## config.mk

```make
export PLATFORM = sky130hd
export DESIGN_NAME = serial_cmd_interp
export DESIGN_NICKNAME = d
export VERILOG_FILES = /design/src/tag_serial_pkg.sv /design/src/serial_cmd_interp.sv /design/src/byte_fifo.sv
export SDC_FILE = /design/constraint.sdc
export NUM_CORES = 2
export LEC_CHECK = 0
export BUFFER_PORTS_ARGS = -buffer_cell sky130_fd_sc_hd__buf_2
export CELL_PAD_IN_SITES_DETAIL_PLACEMENT = 1
export CELL_PAD_IN_SITES_GLOBAL_PLACEMENT = 2
export CORE_ASPECT_RATIO = 0.5
export CORE_MARGIN = 1.5
export CORE_UTILIZATION = 47
export CTS_BUF_LIST = sky130_fd_sc_hd__clkbuf_8
export DETAILED_ROUTE_END_ITERATION = 8
export PLACE_DENSITY_LB_ADDON = 0.1
export SLEW_MARGIN = 20
export SYNTH_ARGS = -nofsm -noshare
export SYNTH_HDL_FRONTEND = slang
export SYNTH_HIERARCHICAL = 1
export SYNTH_SLANG_ARGS = --single-unit
```

## constraint.sdc

```tcl
create_clock -name ref_clk -period 6.2 [get_ports ref_clk]
set_input_delay 0 -clock ref_clk [delete_from_list [all_inputs] [get_ports ref_clk]]
set_output_delay 0 -clock ref_clk [all_outputs]
set_load 0.05 [all_outputs]
```

## src/tag_serial_pkg.sv

```systemverilog
// shared constants and types for the serial command interpreter
package tag_serial_pkg;

   // -----------------------------------------------------------------
   // command codes and result codes
   // -----------------------------------------------------------------
   localparam logic [7:0] CMD_MEM_READ  = 8'h08;
   localparam logic [7:0] CMD_MEM_WRITE = 8'h18;
   localparam logic [7:0] CMD_REG_READ  = 8'h68;
   localparam logic [7:0] CMD_REG_WRITE = 8'h78;
   localparam logic [3:0] RES_NONE      = 4'h0;
   localparam logic [3:0] RES_NORMAL    = 4'h5;
   localparam logic [3:0] RES_BUSY      = 4'h7;
   localparam logic [3:0] RES_UNIMPL    = 4'h8;
   localparam logic [3:0] RES_PARAM     = 4'hA;
   localparam logic [3:0] RES_READONLY  = 4'hB;

   // -----------------------------------------------------------------
   // lengths, memory and byte positions
   // -----------------------------------------------------------------
   localparam logic [7:0]  LEN_MIN       = 8'h01;
   localparam logic [7:0]  READ_LEN_MAX  = 8'hFE;
   localparam logic [7:0]  WRITE_LEN_MAX = 8'hFB;
   localparam int          MEM_AW        = 8;
   localparam int          MEM_DEPTH     = 256;
   localparam logic [16:0] MEM_LIMIT     = 17'h00100;
   localparam logic [15:0] RO_LIMIT      = 16'h0010;
   localparam logic [8:0]  IDX_CMD       = 9'h000;
   localparam logic [8:0]  IDX_ADDR_HI   = 9'h001;
   localparam logic [8:0]  IDX_ADDR_LO   = 9'h002;
   localparam logic [8:0]  IDX_LEN       = 9'h003;
   localparam logic [8:0]  IDX_DATA      = 9'h004;
   localparam logic [8:0]  IDX_MAX       = 9'h1FF;
   localparam logic [3:0]  BITS_PER_BYTE = 4'h8;
   localparam int          FIFO_WIDTH    = 8;
   localparam int          FIFO_DEPTH    = 16;

   // -----------------------------------------------------------------
   // bit positions in control and irq select
   // -----------------------------------------------------------------
   localparam int CTL_RFCMD_MASK = 6;
   localparam int CTL_FIELD_MASK = 5;
   localparam int CTL_RF_STOP    = 4;
   localparam int CTL_RESET      = 0;
   localparam int SEL_RF_EN      = 2;
   localparam int SEL_FIELD_EN   = 0;

   // -----------------------------------------------------------------
   // types
   // -----------------------------------------------------------------
   typedef enum logic [2:0] {L_IDLE, L_RX, L_RXACK, L_TX, L_TXACK} link_t;
   typedef enum logic [1:0] {P_IDLE, P_RECV, P_STATUS, P_DATA} phase_t;

   typedef struct packed {
      logic rfBusy;
      logic carrier;
      logic bccError;
      logic rfCmdEvent;
      logic fieldEvent;
   } rf_in_t;

   typedef struct packed {
      logic rfCmdMask;
      logic fieldMask;
      logic rfStop;
   } ctl_out_t;

endpackage

```

## src/serial_cmd_interp.sv

```systemverilog
// two-wire slave command interpreter for the tag's serial mode
// How it works
// - first written byte picks read, write, control read or control write
// - memory read: code, address high then low, then length
// - read answer is status then data; no data on error or busy
// - memory write: code, address, length, payload; answer is status
// - control read has no parameters; answer is status plus one byte
// - readback bits 6..4 show both masks and the rf stop flag
// - readback bit 3 shows carrier presence
// - readback bits 2..1 are zero, bit 7 is don't care
// - readback bit 0 shows the config check failure
// - control write is code plus one data byte; answer is status
// - bits 6 and 5 mask rf and field interrupts, reset to zero
// - bit 4 halts rf traffic until cleared
// - bit 0 asks for self reset after the status is sent
// - a read without a command returns only the status byte
// - status: result in 3..0, rf irq 5, field irq 4, 7..6 zero
// - result codes: 5 normal, 7 busy, 8 unknown, A range, B read-only
// - direction bit 0 receives a command, 1 transmits the answer
// - irq line low when done, released on read address match
`timescale 1ns/100ps
module serial_cmd_interp
   import tag_serial_pkg::*;
(
   // clock and reset
   input  wire logic       ref_clk,
   input  wire logic       nrst,
   // two-wire bus pins
   input  wire logic       scl,
   input  wire logic       sdaIn,
   output logic            sdaOut,
   output logic            sdaOe,
   // configuration from the system area
   input  wire logic [6:0] slaveAddr,
   input  wire logic [2:0] irqSelect,
   // radio side
   input  wire rf_in_t     rf,
   output ctl_out_t        ctl,
   // interrupt line
   output logic            irqOutN
);
   typedef struct packed {
      logic        sclMeta, sclSync, sclPrev;
      logic        sdaMeta, sdaSync, sdaPrev;
      link_t       link;
      logic [7:0]  shift;
      logic [3:0]  bitCnt;
      logic        isAddr, readDir, sdaDrive;
      phase_t      phase;
      logic [7:0]  cmd;
      logic [15:0] addr;
      logic [7:0]  len;
      logic [8:0]  idx;
      logic [3:0]  result;
      logic        writeOk;
      logic [7:0]  remain;
      ctl_out_t    ctl;
      logic        resetPending;
      logic        serialIrq, rfCmdIrq, fieldIrq, irqOutN;
      logic [7:0]  snapStatus;
   } state_t;

   state_t     st;
   state_t     next_st;
   logic [7:0] mem [MEM_DEPTH];

   logic              sclRise, sclFall, startEv, stopEv;
   logic              rxByte, readMatch, writeMatch, procStart;
   logic              fifoFlush, fifoPop, fifoValid;
   logic              pushValid, pushReady;
   logic [7:0]        pushData, fifoData, txByte, readback, statusByte;
   logic              memWe;
   logic [MEM_AW-1:0] memWAddr;
   logic [16:0]       endAddr;
   logic [8:0]        wrOffset;
   logic              rfCmdSet, fieldSet;

   // -----------------------------------------------------------------
   // pin edges, seen only after the second sync stage
   // -----------------------------------------------------------------
   assign sclRise = st.sclSync && !st.sclPrev;
   assign sclFall = !st.sclSync && st.sclPrev;
   assign startEv = st.sclSync && st.sclPrev && st.sdaPrev && !st.sdaSync;
   assign stopEv  = st.sclSync && st.sclPrev && !st.sdaPrev && st.sdaSync;

   // -----------------------------------------------------------------
   // answer bytes
   // -----------------------------------------------------------------
   // bit 7 is don't care for the host; zero keeps it deterministic
   assign readback = {1'b0, st.ctl.rfCmdMask, st.ctl.fieldMask,
                      st.ctl.rfStop, rf.carrier, 2'b00,
                      rf.bccError};
   assign statusByte = {2'b00, st.rfCmdIrq, st.fieldIrq,
                        st.result};
   // an empty fifo means a bare status query
   assign txByte   = fifoValid ? fifoData : st.snapStatus;
   assign endAddr  = {1'b0, st.addr} + {9'h000, st.len};
   assign wrOffset = st.idx - IDX_DATA;
   assign memWAddr = st.addr[MEM_AW-1:0] + wrOffset[MEM_AW-1:0];
   assign rfCmdSet = rf.rfCmdEvent && irqSelect[SEL_RF_EN]
                     && !st.ctl.rfCmdMask;
   assign fieldSet = rf.fieldEvent && irqSelect[SEL_FIELD_EN]
                     && !st.ctl.fieldMask;

   byte_fifo #(
      .WIDTH (FIFO_WIDTH),
      .DEPTH (FIFO_DEPTH)
   ) u_resp_fifo (
      .ref_clk  (ref_clk),
      .nrst     (nrst),
      .flush    (fifoFlush),
      .inValid  (pushValid),
      .inReady  (pushReady),
      .inData   (pushData),
      .outValid (fifoValid),
      .outReady (fifoPop),
      .outData  (fifoData)
   );

   always_comb begin
      next_st    = st;
      rxByte     = 1'b0;
      readMatch  = 1'b0;
      writeMatch = 1'b0;
      procStart  = 1'b0;
      fifoFlush  = 1'b0;
      fifoPop    = 1'b0;
      pushValid  = 1'b0;
      pushData   = 8'h00;
      memWe      = 1'b0;
      next_st.sclMeta = scl;
      next_st.sclSync = st.sclMeta;
      next_st.sclPrev = st.sclSync;
      next_st.sdaMeta = sdaIn;
      next_st.sdaSync = st.sdaMeta;
      next_st.sdaPrev = st.sdaSync;

      // --------------------------------------------------------------
      // byte engine: shift on rising scl, drive on falling scl
      // --------------------------------------------------------------
      case (st.link)
         L_IDLE: begin
         end
         L_RX: begin
            if (sclRise) begin
               next_st.shift  = {st.shift[6:0], st.sdaSync};
               next_st.bitCnt = st.bitCnt + 1'b1;
            end else if (sclFall && st.bitCnt == BITS_PER_BYTE) begin
               next_st.bitCnt = '0;
               if (st.isAddr && st.shift[7:1] != slaveAddr) begin
                  next_st.link = L_IDLE;
               end else begin
                  next_st.link     = L_RXACK;
                  next_st.sdaDrive = 1'b1;
                  if (st.isAddr) begin
                     next_st.readDir = st.shift[0];
                     readMatch       = st.shift[0];
                     writeMatch      = !st.shift[0];
                  end else begin
                     rxByte = 1'b1;
                  end
               end
            end
         end
         L_RXACK: begin
            if (sclFall) begin
               next_st.isAddr   = 1'b0;
               next_st.sdaDrive = 1'b0;
               next_st.link     = L_RX;
               if (st.readDir) begin
                  fifoPop          = fifoValid;
                  next_st.shift    = txByte;
                  next_st.sdaDrive = !txByte[7];
                  next_st.bitCnt   = 4'h1;
                  next_st.link     = L_TX;
               end
            end
         end
         L_TX: begin
            if (sclFall) begin
               if (st.bitCnt == BITS_PER_BYTE) begin
                  next_st.sdaDrive = 1'b0;
                  next_st.link     = L_TXACK;
               end else begin
                  next_st.sdaDrive = !st.shift[6];
                  next_st.shift    = {st.shift[6:0], 1'b0};
                  next_st.bitCnt   = st.bitCnt + 1'b1;
               end
            end
         end
         L_TXACK: begin
            if (sclRise && st.sdaSync) begin
               next_st.link = L_IDLE;
            end else if (sclFall) begin
               fifoPop          = fifoValid;
               next_st.shift    = txByte;
               next_st.sdaDrive = !txByte[7];
               next_st.bitCnt   = 4'h1;
               next_st.link     = L_TX;
            end
         end
         default: begin
            next_st.link = L_IDLE;
         end
      endcase

      if (startEv) begin
         next_st.link     = L_RX;
         next_st.isAddr   = 1'b1;
         next_st.bitCnt   = '0;
         next_st.sdaDrive = 1'b0;
      end
      if (stopEv) begin
         next_st.link     = L_IDLE;
         next_st.sdaDrive = 1'b0;
      end

      // --------------------------------------------------------------
      // command reception
      // --------------------------------------------------------------
      if (readMatch) begin
         next_st.snapStatus = statusByte;
         if (st.phase != P_IDLE) begin
            next_st.snapStatus[3:0] = RES_BUSY;
         end
         next_st.serialIrq = 1'b0;
         next_st.rfCmdIrq  = 1'b0;
         next_st.fieldIrq  = 1'b0;
      end
      // a new command drops any answer the host never fetched
      if (writeMatch && st.phase == P_IDLE) begin
         fifoFlush     = 1'b1;
         next_st.phase = P_RECV;
         next_st.idx   = IDX_CMD;
      end
      if (rxByte && st.phase == P_RECV) begin
         if (st.idx != IDX_MAX) begin
            next_st.idx = st.idx + 1'b1;
         end
         case (st.idx)
            IDX_CMD:     next_st.cmd = st.shift;
            IDX_ADDR_HI: next_st.addr[15:8] = st.shift;
            IDX_ADDR_LO: next_st.addr[7:0] = st.shift;
            IDX_LEN: begin
               next_st.len     = st.shift;
               // payload is stored only if the whole span is legal
               next_st.writeOk = st.cmd == CMD_MEM_WRITE
                  && st.shift >= LEN_MIN && st.shift <= WRITE_LEN_MAX
                  && ({1'b0, st.addr} + {9'h000, st.shift}) <= MEM_LIMIT
                  && st.addr >= RO_LIMIT && !rf.rfBusy;
            end
            default: begin
               memWe = st.writeOk
                       && wrOffset < {1'b0, st.len};
            end
         endcase
      end

      // --------------------------------------------------------------
      // command execution at the end of the write transfer
      // --------------------------------------------------------------
      if (stopEv && st.phase == P_RECV) begin
         procStart     = st.idx != IDX_CMD;
         next_st.phase = procStart ? P_STATUS : P_IDLE;
         next_st.remain = st.len;
         if (rf.rfBusy) begin
            next_st.result = RES_BUSY;
         end else begin
            case (st.cmd)
               CMD_MEM_READ: begin
                  if (st.idx == IDX_DATA && st.len >= LEN_MIN
                      && st.len <= READ_LEN_MAX
                      && endAddr <= MEM_LIMIT) begin
                     next_st.result = RES_NORMAL;
                  end else begin
                     next_st.result = RES_PARAM;
                  end
               end
               CMD_MEM_WRITE: begin
                  if (st.idx != IDX_DATA + {1'b0, st.len}
                      || st.len < LEN_MIN || st.len > WRITE_LEN_MAX
                      || endAddr > MEM_LIMIT) begin
                     next_st.result = RES_PARAM;
                  end else if (st.addr < RO_LIMIT) begin
                     next_st.result = RES_READONLY;
                  end else begin
                     next_st.result = RES_NORMAL;
                  end
               end
               CMD_REG_READ: begin
                  next_st.remain = 8'h01;
                  next_st.result = (st.idx == IDX_ADDR_HI)
                                   ? RES_NORMAL : RES_PARAM;
               end
               CMD_REG_WRITE: begin
                  if (st.idx == IDX_ADDR_LO) begin
                     next_st.result = RES_NORMAL;
                     next_st.ctl.rfCmdMask =
                        st.addr[8 + CTL_RFCMD_MASK];
                     next_st.ctl.fieldMask =
                        st.addr[8 + CTL_FIELD_MASK];
                     next_st.ctl.rfStop =
                        st.addr[8 + CTL_RF_STOP];
                     next_st.resetPending =
                        st.addr[8 + CTL_RESET];
                  end else begin
                     next_st.result = RES_PARAM;
                  end
               end
               default: next_st.result = RES_UNIMPL;
            endcase
         end
      end

      // --------------------------------------------------------------
      // answer build: status first, then data while the fifo has room
      // --------------------------------------------------------------
      case (st.phase)
         P_STATUS: begin
            pushValid = 1'b1;
            pushData  = statusByte;
            if (pushReady) begin
               // done once the status is queued: a long read would
               // otherwise wait on a host that waits on the irq
               next_st.serialIrq = 1'b1;
               if (st.result == RES_NORMAL && (st.cmd == CMD_MEM_READ
                   || st.cmd == CMD_REG_READ)) begin
                  next_st.phase = P_DATA;
               end else begin
                  next_st.phase = P_IDLE;
               end
            end
         end
         P_DATA: begin
            pushValid = 1'b1;
            pushData  = (st.cmd == CMD_REG_READ)
                        ? readback : mem[st.addr[MEM_AW-1:0]];
            if (pushReady) begin
               next_st.addr   = st.addr + 16'h0001;
               next_st.remain = st.remain - 8'h01;
               if (st.remain == 8'h01) begin
                  next_st.phase = P_IDLE;
               end
            end
         end
         default: begin
         end
      endcase

      // self reset once the host has read the control write answer
      if (stopEv && st.readDir && st.resetPending
          && st.phase == P_IDLE) begin
         next_st.ctl          = '0;
         next_st.resetPending = 1'b0;
         next_st.result       = RES_NONE;
         next_st.serialIrq    = 1'b0;
         next_st.rfCmdIrq     = 1'b0;
         next_st.fieldIrq     = 1'b0;
      end

      // set after clear so a same-cycle event is kept
      if (rfCmdSet) begin
         next_st.rfCmdIrq = 1'b1;
      end
      if (fieldSet) begin
         next_st.fieldIrq = 1'b1;
      end
      next_st.irqOutN = !(next_st.serialIrq || next_st.rfCmdIrq
                          || next_st.fieldIrq);
   end

   always_ff @(posedge ref_clk or negedge nrst) begin
      if (!nrst) begin
         st <= '{link: L_IDLE, phase: P_IDLE, irqOutN: 1'b1,
                 sclMeta: 1'b1, sclSync: 1'b1, sclPrev: 1'b1,
                 sdaMeta: 1'b1, sdaSync: 1'b1, sdaPrev: 1'b1,
                 default: '0};
      end else begin
         st <= next_st;
      end
   end

   always_ff @(posedge ref_clk) begin
      if (memWe) begin
         mem[memWAddr] <= st.shift;
      end
   end

   assign sdaOut  = 1'b0;
   assign sdaOe   = st.sdaDrive;
   assign ctl     = st.ctl;
   assign irqOutN = st.irqOutN;
endmodule

```

## src/byte_fifo.sv

```systemverilog
// response byte fifo with valid/ready on both sides and a flush
`timescale 1ns/100ps
module byte_fifo
   import tag_serial_pkg::*;
#(
   parameter int WIDTH = FIFO_WIDTH,
   parameter int DEPTH = FIFO_DEPTH
) (
   // clock and reset
   input  wire logic             ref_clk,
   input  wire logic             nrst,
   input  wire logic             flush,
   // fill side
   input  wire logic             inValid,
   output logic                  inReady,
   input  wire logic [WIDTH-1:0] inData,
   // drain side
   output logic                  outValid,
   input  wire logic             outReady,
   output logic [WIDTH-1:0]      outData
);
   localparam int AW = $clog2(DEPTH);

   typedef struct packed {
      logic [AW:0] wrPtr;
      logic [AW:0] rdPtr;
   } fifo_state_t;

   fifo_state_t      st;
   fifo_state_t      next_st;
   logic [WIDTH-1:0] store [DEPTH];
   logic             doPush;
   logic             doPop;

   assign inReady  = (st.wrPtr - st.rdPtr) != (AW+1)'(DEPTH);
   assign outValid = st.wrPtr != st.rdPtr;
   assign outData  = store[st.rdPtr[AW-1:0]];
   assign doPush   = inValid && inReady && !flush;
   assign doPop    = outValid && outReady && !flush;

   always_comb begin
      next_st = st;
      if (flush) begin
         next_st.rdPtr = st.wrPtr;
      end else begin
         if (doPush) begin
            next_st.wrPtr = st.wrPtr + 1'b1;
         end
         if (doPop) begin
            next_st.rdPtr = st.rdPtr + 1'b1;
         end
      end
   end

   always_ff @(posedge ref_clk or negedge nrst) begin
      if (!nrst) begin
         st <= '0;
      end else begin
         st <= next_st;
      end
   end

   always_ff @(posedge ref_clk) begin
      if (doPush) begin
         store[st.wrPtr[AW-1:0]] <= inData;
      end
   end
endmodule

```

==> metrics.cfg <==
[cells_and_area]
layout.cells.most_common=edfxtp_1
nets=5093
layout_common_cells=edfxtp_1, mux4_2, clkbuf_8, nor2_1, buf_4
layout-drive-gt1-share=0.261
syn_to_final_growth_pct=11.7
stdcell_count=7868
fillCellCount=17300

[yosys]
synth_edf_count=2176
async_flop_share=0.0456
syn_inst=4643
netlist_area_sq_um=91700
synth.distinct_cells=94
synth_ff_type=edfxtp_1
synth.net_count=4723
ys_seq_area_frac=0.741
ys_seq_elements=2280
yosysWarningCount=6
avgSynthCellArea_sq_um=19.7

[critical_path]
crit_slowest_cell=dfrtp_4
required_ns=6.70
worstPathCellList=buf_12, buf_4, mux4_2, a22oi_1, a21oi_1, nor3_1, mux2i_1, a211o_1, nand2_1, a31oi_2
r2r-start=st[47]$_DFF_PN0_
slowest_delay_ns=1.01
worstSetupEndpointType=register
ff2ff_setup_slack_ns=1.13
ff2ff_path_depth=10
worstSetupPathType=register to register
worst-path-max-fanout=42
arrival_ns=5.57
start_kind=register
r2r_end=u_resp_fifo/store[5][3]$_DFFE_PP_

[global_routing]
grt.overflow.total=0
antenna_found_initial=10
track_usage=0.258
grt_max_degree=185
grt_pass1_vias=50200
grt_pass1_wl_microns=365000

[die]
dieArea_sq_um=198000
die_h_microns=315
start_util=0.474
io_pins=25
core_sq_um=194000
fp.dieW_microns=628
num_rows=114

[pwr]
peakVddDrop_mv=0.286
total_leakage_power_nw=33.2
powerDensity_nw_per_um2=447

[cts]
clk_path_buf_depth=4
cts.sinks=2280
cts_tree=built
h-tree-depth=5
cts-root-buf=clkbuf_8
clkLatencyLatePin_ns=0.97
cts_buffers=329
clkTransAtPathRegs_ns=0.07

[detailed_routing]
drtIter0Drc=4848
post-route-drc-count=10
avgViaCountPerCell=6.10
vias=48000
firstDrtPassIters=8
ant_nets=0
routed_wl_microns=253000
routedWlPerCell_microns=32.1

[sta]
tns_ns=0
slew_viol_final=0
rsz0062_at_grt=no
fin_crit_sh=0.818
fin_ws_ns=1.13
finalSetupViolCount=0
hold_slack_ns=0.156
clock_skew_ns=0.0749
min_period_ns=5.07
max_freq_mhz=197
max_slew_margin=0.251
worstMarginPinSlew_ns=1.12
finalHoldViolations=0

[job]
maxCapViolations=0

[placement]
dpl.cell_count=7270
finalWeightedCongestion=0.820
port_buffers=22
place_ws_ns=1.00
hpwl_microns=158000

[hold_path]
hp-class=input port to register
min_from=rf[4]
min_path_cells=5
whs_endpoint=st[16]$_DFF_PN0_

[status]
run_status=finished with violations
violations=DRC

## registers in the layout (all words and copies together) (netlist names)
register / flops
mem: 2048
u_resp_fifo/st: 10
st: 85
ctl: 3
u_resp_fifo/store: 128
next_st: 4
irqOutN: 1
sdaOe: 1
## worst max-delay path, delay by kind of cell (launching register included)
kind	cells	cell delay (ns)
and+or+nand+nor	2	0.67
muxes	2	0.80
DFF	1	1.01
AOI/OAI and AO/OA	4	1.36
buffers and inverters	2	0.64
## through the flow
stage	instance area, sq um	power (mW)	utilization
2_1_floorplan	91700	28.7	-
3_3_place_gp	96200	34.3	0.497
3_5_place_dp	96200	34.7	0.497
4_1_cts	102000	46.0	0.529
5_1_grt	102000	47.4	0.529
6_report	102000	45.7	0.529
## Yosys cell counts, types with 10 or more instances
cell	n	share of area
mux2i_1	15	0.0016
a211oi_1	10	0.00082
a22oi_1	102	0.0084
nor2b_1	14	0.00096
nor2_1	331	0.014
buf_2	63	0.0034
a31oi_1	22	0.0015
clkbuf_1	159	0.0065
mux2_2	23	0.0028
buf_1	15	0.00061
a221oi_1	46	0.0044
nor3_1	46	0.0025
ha_1	58	0.0079
o21ai_0	104	0.0057
and3_1	34	0.0023
buf_6	12	0.0015
edfxtp_1	2176	0.71
xnor2_1	31	0.0030
mux4_2	589	0.14
dfrtp_1	97	0.026
nand2_1	177	0.0072
a21o_1	11	0.00090
nand3_1	35	0.0019
xor2_1	17	0.0016
a22o_1	41	0.0039
nand2b_1	14	0.00096
o22ai_1	27	0.0018
nand4_1	24	0.0016
a21oi_1	100	0.0055
inv_1	43	0.0018
nor2_2	13	0.00089
buf_4	20	0.0016
## layout make-up
type / count / area [sq um] / area share
antenna: 4 / 10.0 / 0.0000977
multi-input combinational: 2044 / 22300 / 0.218
inverter: 46 / 173 / 0.00169
clock inverter: 233 / 1290 / 0.0126
sequential: 2280 / 68000 / 0.664
timing repair buffer: 312 / 2690 / 0.0263
clock buffer: 339 / 4670 / 0.0455
tap: 2610 / 3270 / 0.0319
## worst max-delay path by stage
stage                       startpoint  slack (ns)                           endpoint
global route          st[31]$_DFF_PN0_        0.90              mem[129][2]$_DFFE_PP_
global placement      st[47]$_DFF_PN0_        1.21  u_resp_fifo/store[6][4]$_DFFE_PP_
finish                st[47]$_DFF_PN0_        1.13  u_resp_fifo/store[5][3]$_DFFE_PP_
detailed placement    st[47]$_DFF_PN0_        1.00  u_resp_fifo/store[5][3]$_DFFE_PP_
CTS                   st[47]$_DFF_PN0_        0.96  u_resp_fifo/store[3][3]$_DFFE_PP_
floorplan           st[80]$_DFFE_PN0P_        0.21                 st[24]$_DFFE_PN0P_
## layer usage
metal / wire length, microns / global-route usage / vias up
met5: 0 / 0 / -
met4: 5060 / 0.0594 / 0
met3: 20300 / 0.0553 / 310
met2: 114000 / 0.384 / 1723
met1: 113000 / 0.394 / 26000
li1: - / - / 19900
## where the power goes
| part | switching (mW) | total (mW) | internal [mW] |
|---|---|---|---|
| combinational | 9.30 | 14.7 | 5.35 |
| sequential | 0.895 | 19.7 | 18.8 |
| clock | 5.77 | 11.3 | 5.58 |
| total | 16.0 | 45.7 | 29.8 |
## timing repair
action / in CTS / in global routing
gates resized for setup: 0 / 0
buffers inserted: 0 / 0
endpoints found under the hold margin: 168 / 0
hold buffers: 20 / 0
## logic make-up after synthesis
kind of cell,share of synthesized area
flops,0.741
xor+xnor,0.00476
other cells,0.0000409
fa+ha+maj,0.00857
simple gates,0.0387
compound gates,0.0414
mux,0.149
buf+inv,0.0160
(Power assumes the default switching activity.)
